==> config.mk <==
export PLATFORM = sky130hd
export DESIGN_NAME = t2c_timer2
export DESIGN_NICKNAME = d
export VERILOG_FILES = /design/src/design/t2c_timer2.v
export VERILOG_INCLUDE_DIRS = /design/src /design/src/design
export SDC_FILE = /design/constraint.sdc
export NUM_CORES = 1
export LEC_CHECK = 0
export ABC_CLOCK_PERIOD_IN_PS = 2800
export BUFFER_PORTS_ARGS = -buffer_cell sky130_fd_sc_hd__buf_4
export CAP_MARGIN = 30
export CORE_ASPECT_RATIO = 1.25
export CORE_MARGIN = 1
export CORE_UTILIZATION = 54
export CTS_CLUSTER_SIZE = 14
export DETAILED_ROUTE_END_ITERATION = 8
export GPL_TIMING_DRIVEN = 0
export PLACE_DENSITY = 0.9
export SYNTH_ARGS = -nofsm -noshare
export SYNTH_HDL_FRONTEND = slang
export SYNTH_SLANG_ARGS = --single-unit
==> constraint.sdc <==
create_clock -name pclk -period 2.8 [get_ports pclk]
set_input_delay 0.28 -clock pclk [delete_from_list [all_inputs] [get_ports pclk]]
set_output_delay 0.28 -clock pclk [all_outputs]
set_load 0.005 [all_outputs]
==> src/design/t2c_defs.vh <==
// Constants for the timer 2 reload, clock output and enable register block
//
// Behaviour
// - Timer 2 counts only while its run bit is set; otherwise count holds.
// - Counter select 0 counts system clock ticks, 1 counts external pin pulses.
// - Timer mode increments every 12 clocks, or every clock when fast prescale set.
// - Single 16-bit auto-reload mode; count and reload bytes share two addresses.
// - While stopped, a count byte write goes to count and reload byte.
// - While running, count byte writes only go to the reload bytes.
// - Reads of count byte addresses return the live count, never the reload.
// - Overflow sets a hidden request flag and reloads count; reload stays unchanged.
// - Aux bit 0 picks UART1 baud source: 0 timer 1, 1 timer 2 overflow.
// - With timer 2 as baud source, timer 1 prescale bit picks 1T or 12T.
// - Aux bits 7 and 6 pick timer 0 and 1 clock: /12 or /1.
// - Aux bit 5 picks UART1 mode-0 shift rate: clock/12 or clock/2.
// - Aux bit 1 set keeps on-chip auxiliary RAM disabled; clear enables it.
// - Clock-output bit 2 drives timer 2 output pin at half overflow rate.
// - Output frequency is input rate over 65536 minus reload, then halved.
// - Clock-output bit 0 drives timer 0 output pin at half its overflow rate.
// - Clock-output bit 1 drives timer 1 output pin at half its overflow rate.
// - Timer 2 interrupt enable passes overflow requests when 1, blocks when 0.
// - Second enable register also holds timer 4/3, UART4/3, SPI, UART2 enables.
// - Counter mode advances on each falling edge of the external timer 2 pin.
// - Reset clears both timer 2 count bytes to zero.
`ifndef T2C_DEFS_VH
`define T2C_DEFS_VH

// Register indices; byte address is four times the index
`define T2C_IDX_AUX 8'h8e
`define T2C_IDX_CLKO 8'h8f
`define T2C_IDX_IE2 8'haf
`define T2C_IDX_CNT_HI 8'hd6
`define T2C_IDX_CNT_LO 8'hd7
`define T2C_ADDR_W 12

// Auxiliary register fields
`define T2C_AUX_T0_FAST 7
`define T2C_AUX_T1_FAST 6
`define T2C_AUX_M0_FAST 5
`define T2C_AUX_RUN 4
`define T2C_AUX_CSEL 3
`define T2C_AUX_T2_FAST 2
`define T2C_AUX_RAM_DIS 1
`define T2C_AUX_BAUD_SEL 0

// Clock output register fields
`define T2C_CLKO_T2 2
`define T2C_CLKO_T1 1
`define T2C_CLKO_T0 0
`define T2C_CLKO_MASK 8'h7f

// Second enable register fields
`define T2C_IE2_T2 2
`define T2C_IE2_MASK 8'h7f

// Reset values
`define T2C_AUX_RST 8'h01
`define T2C_CLKO_RST 8'h00
`define T2C_IE2_RST 8'h00
`define T2C_CNT_RST 16'h0000
`define T2C_RLD_RST 16'h0000

// Prescale and mode-0 divisors, as last count value
`define T2C_SLOW_LAST 4'hb
`define T2C_M0_FAST_LAST 4'h1

`endif

==> src/design/t2c_timer2.v <==
// Timer 2 auto-reload counter, clock outputs and enable registers on APB
//
// The APB interface to the registers is this design's own decision.
`timescale 1ns/100ps
`include "t2c_defs.vh"

module t2c_timer2 (
    // APB clock and reset
    input wire pclk,
    input wire presetn,
    // APB slave
    input wire psel,
    input wire penable,
    input wire pwrite,
    input wire [`T2C_ADDR_W-1:0] paddr,
    input wire [31:0] pwdata,
    input wire [3:0] pstrb,
    output reg [31:0] prdata,
    output reg pready,
    output reg pslverr,
    // External timer 2 pulse pin (asynchronous)
    input wire timer2_pin,
    // Timer 0 and 1 overflow pulses from their counters
    input wire timer0_overflow,
    input wire timer1_overflow,
    // Interrupt acknowledge for timer 2 from the processor core
    input wire timer2_irq_ack,
    // Timer 2 interrupt request towards the processor
    output reg timer2_irq,
    // Timer 2 overflow pulse
    output reg timer2_overflow,
    // Clock output pins with output enables
    output reg timer2_clk_out,
    output reg timer2_clk_out_oe,
    output reg timer1_clk_out,
    output reg timer1_clk_out_oe,
    output reg timer0_clk_out,
    output reg timer0_clk_out_oe,
    // UART1 baud source and prescale
    output reg uart1_baud_tick,
    output reg uart_baud_fast,
    output reg uart1_mode0_tick,
    // Timer 0 and 1 prescale selects and RAM control
    output reg timer0_fast_prescale,
    output reg timer1_fast_prescale,
    output reg aux_ram_disable,
    // Enable bits for other interrupt sources, plus the master clock output divider select
    output reg ext_int4_enable,
    output reg ext_int3_enable,
    output reg ext_int2_enable,
    output reg master_clock_out_divider_sel,
    output reg timer4_irq_enable,
    output reg timer3_irq_enable,
    output reg serial4_irq_enable,
    output reg serial3_irq_enable,
    output reg spi_irq_enable,
    output reg serial2_irq_enable
);

    // ----------------------------------------------------------------
    // Address decode
    // ----------------------------------------------------------------

    // Maps a byte address to a one-hot select of the five registers
    function [4:0] t2c_decode;
        input [`T2C_ADDR_W-1:0] addr;
        begin
            t2c_decode = 5'h00;
            if (addr[1:0] == 2'h0) begin
                case (addr[`T2C_ADDR_W-1:2])
                    {2'h0, `T2C_IDX_AUX}: t2c_decode = 5'h01;
                    {2'h0, `T2C_IDX_CLKO}: t2c_decode = 5'h02;
                    {2'h0, `T2C_IDX_IE2}: t2c_decode = 5'h04;
                    {2'h0, `T2C_IDX_CNT_HI}: t2c_decode = 5'h08;
                    {2'h0, `T2C_IDX_CNT_LO}: t2c_decode = 5'h10;
                    default: t2c_decode = 5'h00;
                endcase
            end
        end
    endfunction

    wire [4:0] sel_w;
    wire acc_w;
    wire wr_w;
    wire lane0_w;
    wire pslverr_nxt_w;

    assign sel_w = t2c_decode(paddr);
    // The access completes on the second access cycle, when pready is high
    assign acc_w = psel & penable & pready;
    assign wr_w = acc_w & pwrite & ~pslverr_nxt_w;
    // Data sits in byte lane 0; a write without that lane changes nothing
    assign lane0_w = pstrb[0];
    assign pslverr_nxt_w = (sel_w == 5'h00);

    // ----------------------------------------------------------------
    // Control registers
    // ----------------------------------------------------------------

    reg [7:0] aux_r;
    reg [7:0] clko_r;
    reg [7:0] ie2_r;

    // Software writes to the three control registers
    always @(posedge pclk or negedge presetn) begin
        if (!presetn) begin
            aux_r <= `T2C_AUX_RST;
            clko_r <= `T2C_CLKO_RST;
            ie2_r <= `T2C_IE2_RST;
        end else if (wr_w && lane0_w) begin
            if (sel_w[0]) begin
                aux_r <= pwdata[7:0];
            end
            if (sel_w[1]) begin
                clko_r <= pwdata[7:0] & `T2C_CLKO_MASK;
            end
            if (sel_w[2]) begin
                ie2_r <= pwdata[7:0] & `T2C_IE2_MASK;
            end
        end
    end

    wire run_w;
    wire csel_w;
    wire t2_fast_w;
    assign run_w = aux_r[`T2C_AUX_RUN];
    assign csel_w = aux_r[`T2C_AUX_CSEL];
    assign t2_fast_w = aux_r[`T2C_AUX_T2_FAST];

    // ----------------------------------------------------------------
    // External pin synchroniser and falling edge
    // ----------------------------------------------------------------

    reg pin_meta_r;
    reg pin_sync_r;
    reg pin_prev_r;

    // Two flops before use; the third only feeds the edge detector
    always @(posedge pclk or negedge presetn) begin
        if (!presetn) begin
            pin_meta_r <= 1'b1;
            pin_sync_r <= 1'b1;
            pin_prev_r <= 1'b1;
        end else begin
            pin_meta_r <= timer2_pin;
            pin_sync_r <= pin_meta_r;
            pin_prev_r <= pin_sync_r;
        end
    end

    wire pin_fall_w;
    assign pin_fall_w = pin_prev_r & ~pin_sync_r;

    // ----------------------------------------------------------------
    // Prescaler and count tick
    // ----------------------------------------------------------------

    reg [3:0] presc_r;
    reg [3:0] presc_nxt;
    reg tick_nxt;

    // Prescaler runs only in timer mode while the timer runs, so a
    // restart always begins a full twelve-clock period
    always @* begin
        presc_nxt = 4'h0;
        tick_nxt = 1'b0;
        if (run_w) begin
            if (csel_w) begin
                tick_nxt = pin_fall_w;
            end else if (t2_fast_w) begin
                tick_nxt = 1'b1;
            end else if (presc_r == `T2C_SLOW_LAST) begin
                tick_nxt = 1'b1;
            end else begin
                presc_nxt = presc_r + 4'h1;
            end
        end
    end

    always @(posedge pclk or negedge presetn) begin
        if (!presetn) begin
            presc_r <= 4'h0;
        end else begin
            presc_r <= presc_nxt;
        end
    end

    // ----------------------------------------------------------------
    // Count and hidden reload registers
    // ----------------------------------------------------------------

    reg [15:0] count_r;
    reg [15:0] count_nxt;
    reg [15:0] reload_r;
    reg [15:0] reload_nxt;
    reg ovf_nxt;

    always @* begin
        count_nxt = count_r;
        reload_nxt = reload_r;
        ovf_nxt = 1'b0;
        if (tick_nxt) begin
            if (count_r == 16'hffff) begin
                count_nxt = reload_r;
                ovf_nxt = 1'b1;
            end else begin
                count_nxt = count_r + 16'h0001;
            end
        end
        if (wr_w && lane0_w && sel_w[3]) begin
            reload_nxt[15:8] = pwdata[7:0];
            if (!run_w) begin
                count_nxt[15:8] = pwdata[7:0];
            end
        end
        if (wr_w && lane0_w && sel_w[4]) begin
            reload_nxt[7:0] = pwdata[7:0];
            if (!run_w) begin
                count_nxt[7:0] = pwdata[7:0];
            end
        end
    end

    always @(posedge pclk or negedge presetn) begin
        if (!presetn) begin
            count_r <= `T2C_CNT_RST;
            reload_r <= `T2C_RLD_RST;
            timer2_overflow <= 1'b0;
        end else begin
            count_r <= count_nxt;
            reload_r <= reload_nxt;
            timer2_overflow <= ovf_nxt;
        end
    end

    // ----------------------------------------------------------------
    // Hidden interrupt request flag
    // ----------------------------------------------------------------

    reg irq_flag_r;
    reg irq_flag_nxt;

    // A new overflow wins over an acknowledge in the same cycle
    always @* begin
        irq_flag_nxt = irq_flag_r;
        if (timer2_irq_ack) begin
            irq_flag_nxt = 1'b0;
        end
        if (ovf_nxt) begin
            irq_flag_nxt = 1'b1;
        end
    end

    always @(posedge pclk or negedge presetn) begin
        if (!presetn) begin
            irq_flag_r <= 1'b0;
            timer2_irq <= 1'b0;
        end else begin
            irq_flag_r <= irq_flag_nxt;
            timer2_irq <= irq_flag_nxt & ie2_r[`T2C_IE2_T2];
        end
    end

    // ----------------------------------------------------------------
    // Programmable clock outputs
    // ----------------------------------------------------------------

    wire [2:0] ovf_src_w;
    wire [2:0] clk_en_w;
    reg [2:0] clk_out_r;
    assign ovf_src_w = {ovf_nxt, timer1_overflow, timer0_overflow};
    assign clk_en_w = {clko_r[`T2C_CLKO_T2], clko_r[`T2C_CLKO_T1], clko_r[`T2C_CLKO_T0]};

    // One toggle flop per timer; disabled outputs rest low so the
    // first toggle after enabling always rises
    genvar gi;
    generate
        for (gi = 0; gi < 3; gi = gi + 1) begin : g_clko
            always @(posedge pclk or negedge presetn) begin
                if (!presetn) begin
                    clk_out_r[gi] <= 1'b0;
                end else if (!clk_en_w[gi]) begin
                    clk_out_r[gi] <= 1'b0;
                end else if (ovf_src_w[gi]) begin
                    clk_out_r[gi] <= ~clk_out_r[gi];
                end
            end
        end
    endgenerate

    // Pin outputs registered from the toggles and enables
    always @(posedge pclk or negedge presetn) begin
        if (!presetn) begin
            timer2_clk_out <= 1'b0;
            timer2_clk_out_oe <= 1'b0;
            timer1_clk_out <= 1'b0;
            timer1_clk_out_oe <= 1'b0;
            timer0_clk_out <= 1'b0;
            timer0_clk_out_oe <= 1'b0;
        end else begin
            timer2_clk_out <= clk_out_r[2];
            timer2_clk_out_oe <= clk_en_w[2];
            timer1_clk_out <= clk_out_r[1];
            timer1_clk_out_oe <= clk_en_w[1];
            timer0_clk_out <= clk_out_r[0];
            timer0_clk_out_oe <= clk_en_w[0];
        end
    end

    // ----------------------------------------------------------------
    // UART1 baud source and mode-0 shift tick
    // ----------------------------------------------------------------

    reg [3:0] m0_cnt_r;
    reg [3:0] m0_cnt_nxt;
    reg m0_tick_nxt;
    wire [3:0] m0_last_w;
    assign m0_last_w = aux_r[`T2C_AUX_M0_FAST] ? `T2C_M0_FAST_LAST : `T2C_SLOW_LAST;

    always @* begin
        m0_tick_nxt = 1'b0;
        m0_cnt_nxt = m0_cnt_r + 4'h1;
        if (m0_cnt_r >= m0_last_w) begin
            m0_tick_nxt = 1'b1;
            m0_cnt_nxt = 4'h0;
        end
    end

    always @(posedge pclk or negedge presetn) begin
        if (!presetn) begin
            m0_cnt_r <= 4'h0;
            uart1_mode0_tick <= 1'b0;
            uart1_baud_tick <= 1'b0;
            uart_baud_fast <= 1'b0;
        end else begin
            m0_cnt_r <= m0_cnt_nxt;
            uart1_mode0_tick <= m0_tick_nxt;
            uart1_baud_tick <= aux_r[`T2C_AUX_BAUD_SEL] ? ovf_nxt : timer1_overflow;
            uart_baud_fast <= aux_r[`T2C_AUX_T1_FAST];
        end
    end

    // ----------------------------------------------------------------
    // Static control outputs
    // ----------------------------------------------------------------

    // Registered copies so every output leaves a flop
    always @(posedge pclk or negedge presetn) begin
        if (!presetn) begin
            timer0_fast_prescale <= 1'b0;
            timer1_fast_prescale <= 1'b0;
            aux_ram_disable <= 1'b0;
            ext_int4_enable <= 1'b0;
            ext_int3_enable <= 1'b0;
            ext_int2_enable <= 1'b0;
            master_clock_out_divider_sel <= 1'b0;
            timer4_irq_enable <= 1'b0;
            timer3_irq_enable <= 1'b0;
            serial4_irq_enable <= 1'b0;
            serial3_irq_enable <= 1'b0;
            spi_irq_enable <= 1'b0;
            serial2_irq_enable <= 1'b0;
        end else begin
            timer0_fast_prescale <= aux_r[`T2C_AUX_T0_FAST];
            timer1_fast_prescale <= aux_r[`T2C_AUX_T1_FAST];
            aux_ram_disable <= aux_r[`T2C_AUX_RAM_DIS];
            ext_int4_enable <= clko_r[6];
            ext_int3_enable <= clko_r[5];
            ext_int2_enable <= clko_r[4];
            master_clock_out_divider_sel <= clko_r[3];
            timer4_irq_enable <= ie2_r[6];
            timer3_irq_enable <= ie2_r[5];
            serial4_irq_enable <= ie2_r[4];
            serial3_irq_enable <= ie2_r[3];
            spi_irq_enable <= ie2_r[1];
            serial2_irq_enable <= ie2_r[0];
        end
    end

    // ----------------------------------------------------------------
    // APB answer
    // ----------------------------------------------------------------

    reg [7:0] rd_byte;

    always @* begin
        case (sel_w)
            5'h01: rd_byte = aux_r;
            5'h02: rd_byte = clko_r;
            5'h04: rd_byte = ie2_r;
            5'h08: rd_byte = count_r[15:8];
            5'h10: rd_byte = count_r[7:0];
            default: rd_byte = 8'h00;
        endcase
    end

    // One wait state: pready rises on the second access cycle
    always @(posedge pclk or negedge presetn) begin
        if (!presetn) begin
            pready <= 1'b0;
            pslverr <= 1'b0;
            prdata <= 32'h00000000;
        end else begin
            pready <= psel & penable & ~pready;
            pslverr <= psel & penable & ~pready & pslverr_nxt_w;
            if (psel && penable && !pready && !pwrite) begin
                prdata <= {24'h000000, rd_byte};
            end
        end
    end

endmodule

==> results by group <==
Run status
  – Status: completed

GRT
  – Met1 usage: 0.293
  – Remaining global-route overflow: 0
  – Met2 Track Usage GR: 0.459
  – Largest net degree at the start of global routing: 77
  – Vias in the first global route: 3693
  – Initial antenna violation count: 0
  – GRT Max-Usage Layer: met2
  – First-pass GRT wire length: 18000 um
  – GRT Util Overall: 0.259
  – GR Util met3: 0.0577

Worst setup path
  – WS Path Type: flip-flop to flip-flop
  – Startpoint types: flip-flop
  – Crit path max fanout: 7
  – Reg2reg end: count_r[10]$_DFF_PN0_
  – Worst Setup End Kind: flip-flop
  – Crit-path cells: ha_1, and4_1, and4_1, clkbuf_1, nand2_1, inv_1, a21oi_1, a21oi_1
  – Worst Setup EP: count_r[10]$_DFF_PN0_
  – Largest stage delay, worst path: 0.46 ns
  – CP Data Required Time: 3.12 ns
  – Critical path origin: count_r[0]$_DFF_PN0_
  – Crit-path slowest cell: dfrtp_1
  – R2r setup slk: 0.26 ns
  – Worst r2r path cells: 8
  – Worst r2r src: count_r[0]$_DFF_PN0_
  – Crit path DAT: 2.86 ns

Layout
  – Share of cells above drive strength 1: 0.316
  – Area grow syn2layout: 20.5%
  – Finished Core Util: 0.684
  – # diodes: 0
  – NumNets Final: 566
  – Design area: 5730 um^2

Timing
  – Final count of hold timing violations: 0
  – Worst Clk Skew: 0.00916 ns
  – Min Tclk post-route: 2.54 ns
  – Rel. slew slack: 0.319
  – Worst-margin pin slew: 1.01 ns
  – Final Max Tran Viols: 0
  – RSZ-0062 raised after global routing: no
  – Fmax: 394 MHz
  – Final setup vio count: 0
  – Final period utilization: 0.907
  – Hold Slack: 0.111 ns

Power
  – VDD IR max: 0.348 mV
  – P per Cell Area: 549 nW/um^2
  – Leakage: 2.85 nW
  – Logic gate share of total power: 0.157
  – Int Power: 2.25 mW
  – Share of power burned in registers: 0.537
  – Switch share: 0.283
  – Switching power: 890 uW
  – Pwr Total: 3.14 mW
  – Power share of the clock group: 0.305

Logic synthesis
  – Post-synth ARST share: 1.00
  – EDFF count, synth: 0
  – Yosys warns: 0
  – Cell variety after synth: 53
  – Mapped Cells: 403
  – Cell Area, Synth: 4760 um^2
  – Top_reg_cell synth: dfrtp_1
  – Post-synthesis register bit count: 102
  – Avg Inst Size Synth: 11.8 um^2
  – Sequential area share after synthesis: 0.538

Clock network
  – TritonCTS clock tree: yes
  – Number of H-tree levels: 3
  – # clock sinks: 102
  – Clk slew on worst S/H paths: 0.10 ns
  – # Post-CTS Setup Buffers: 0
  – Max Root-Sink Buffers: 2
  – Cts bufs inserted: 9
  – Worst-Skew Late Latency: 0.39 ns
  – Root Driver: clkbuf_8

Detailed routing
  – Vias: 3564
  – Starting DRT DRC Count: 275
  – Routed WL: 10900 um
  – Vias per inst: 5.69
  – Pre-antenna DRT Iters: 4
  – Number of routed nets with antenna violations: 0
  – Average routed wire per standard cell: 17.5 um
  – DRC viols: 0

Placed design
  – I/O Buffers: 63
  – Dpl hpwl: 8110 um
  – Post-DP Area: 5500 um^2
  – Placer Congestion: 0.966

Die
  – I/O Pins: 115
  – Die ar.: 9190 um^2
  – Core area: 8380 um^2
  – Initial core utilization: 0.568
  – Die Y: 107 um
  – Chip width: 86.0 um
  – Site row count: 37

Run
  – Max_cap viols: 0

Worst hold path
  – HP Start: timer2_irq_ack
  – Min-Delay Path Class: primary input to flip-flop
[cell families (layout without fill, tap and decap cells)]
logic type / Yosys count / after routing / synth area share
other: 1 / 24 / 0.000788
and+or+nand+nor: 113 / 113 / 0.131
muxes: 52 / 52 / 0.125
adders and majority gates: 5 / 5 / 0.0132
xor gates and xnor gates: 10 / 10 / 0.0184
buffers and inverters: 47 / 130 / 0.0602
DFF: 102 / 102 / 0.538
AOI/OAI and AO/OA: 73 / 73 / 0.113
[what timing repair did]
action | CTS | global route
resized for setup | 0 | 1
hold buffers | 2 | 0
endpoints found under the hold margin | 24 | 0
setup endpoints to repair | 0 | 1
[how the worst min path moves through the flow]
stage | to | slack [ns] | depth (start not counted)
2_1_floorplan | aux_r[1]$_DFFE_PN0P_ | -0.02 | 0
3_3_place_gp | pin_sync_r$_DFF_PN1_ | 0.35 | 0
3_5_place_dp | timer0_fast_prescale$_DFF_PN0_ | 0.22 | 1
4_1_cts | irq_flag_r$_DFF_PN0_ | 0.1 | 2
5_1_grt | irq_flag_r$_DFF_PN0_ | 0.09 | 2
6_report | irq_flag_r$_DFF_PN0_ | 0.11 | 2
[registers in the layout, summed over array words and instances (netlist names), 3 cells and up]
signal     cells
presc_r        4
aux_r          8
clk_out_r      3
reload_r      16
m0_cnt_r       4
count_r       16
clko_r         7
ie2_r          7
prdata         8
[cell usage after synthesis, drive strengths merged (2+ instances only)]
cell / n / area share
nand4: 6 / 0.0079
nor2b: 2 / 0.0026
inv: 10 / 0.0079
dfstp: 4 / 0.022
xor2: 6 / 0.011
a22o: 8 / 0.015
and4: 5 / 0.0092
o22a: 7 / 0.013
nand2b: 3 / 0.0055
a221o: 9 / 0.019
a221oi: 2 / 0.0050
mux2: 39 / 0.098
dfrtp: 98 / 0.52
mux2i: 13 / 0.027
buf: 29 / 0.046
ha: 5 / 0.013
o22ai: 3 / 0.0039
nand2: 19 / 0.015
nor4: 7 / 0.011
nand3: 12 / 0.013
a211oi: 5 / 0.0079
a21o: 6 / 0.0095
or3: 5 / 0.0068
a21oi: 9 / 0.0095
nor3: 11 / 0.015
a31oi: 4 / 0.0053
xnor2: 4 / 0.0074
and2: 5 / 0.0066
clkbuf: 8 / 0.0063
nor2: 27 / 0.021
o21ai: 14 / 0.015
and3: 6 / 0.0079
[routing by layer]
metal  vias to the layer above  wire length, um
met2                       136             5800
li1                       1632                -
met4                         0              396
met1                      1769             4160
met5                         -                0
met3                        27              590
[stage by stage]
step / setup slack (ns) / setup TNS (ns) / cells
2_1_floorplan: 0.425 / 0 / 426
3_3_place_gp: -0.0132 / -0.0132 / 606
3_5_place_dp: -0.0168 / -0.0168 / 608
4_1_cts: 0.166 / 0 / 626
5_1_grt: 0.105 / 0 / 626
6_report: 0.262 / 0 / 626
[cells in the final DEF (no fill, tap or decap), types with 3 or more instances in the layout]
master	count
a221o_1	9
nand2_1	19
and3_1	6
a22o_1	8
xor2_1	6
a21o_1	6
clkbuf_8	9
a211oi_1	5
and4_1	5
conb_1	24
xnor2_1	4
dfrtp_1	98
inv_1	10
nand3_1	12
mux2_2	32
mux2_4	7
nor3_1	8
a21oi_1	9
a31oi_1	4
nor2_1	27
dfstp_2	4
o22a_1	7
o21ai_0	14
or3_1	4
mux2i_1	13
and2_1	5
clkbuf_1	8
ha_1	5
nor4_1	6
buf_4	88
nand4_1	6
o22ai_1	3
nor3_2	3
[power groups by stage]
stage / Sequential [mW] / Combinational, mW / Clock, mW
floorplan: 1.69 / 0.296 / 0
global placement: 1.71 / 0.452 / 0
detailed placement: 1.71 / 0.488 / 0
CTS: 1.69 / 0.495 / 0.977
global route: 1.70 / 0.553 / 1.03
finish: 1.69 / 0.494 / 0.960
[critical path, delay by kind of cell, from the launching register on]
kind	cells	cell delay, ns
AND/OR/NAND/NOR	3	0.85
buffers and inverters	2	0.64
AO/OA/AOI/OAI	2	0.26
adder cells (fa/ha/maj)	1	0.26
flip-flops	1	0.46
[area by class of cell]
class                   instances  area (um^2)
multi-input cells             277         2010
fillers                       635         2650
clock inverters                 7         81.3
well taps                     117          146
flip-flops and latches        102         2560
inverters                      10         37.5
repair buffers                 67          526
clock buffers                   9          124
plain buffers                  37          249
Power figures use the tool's default switching activity.
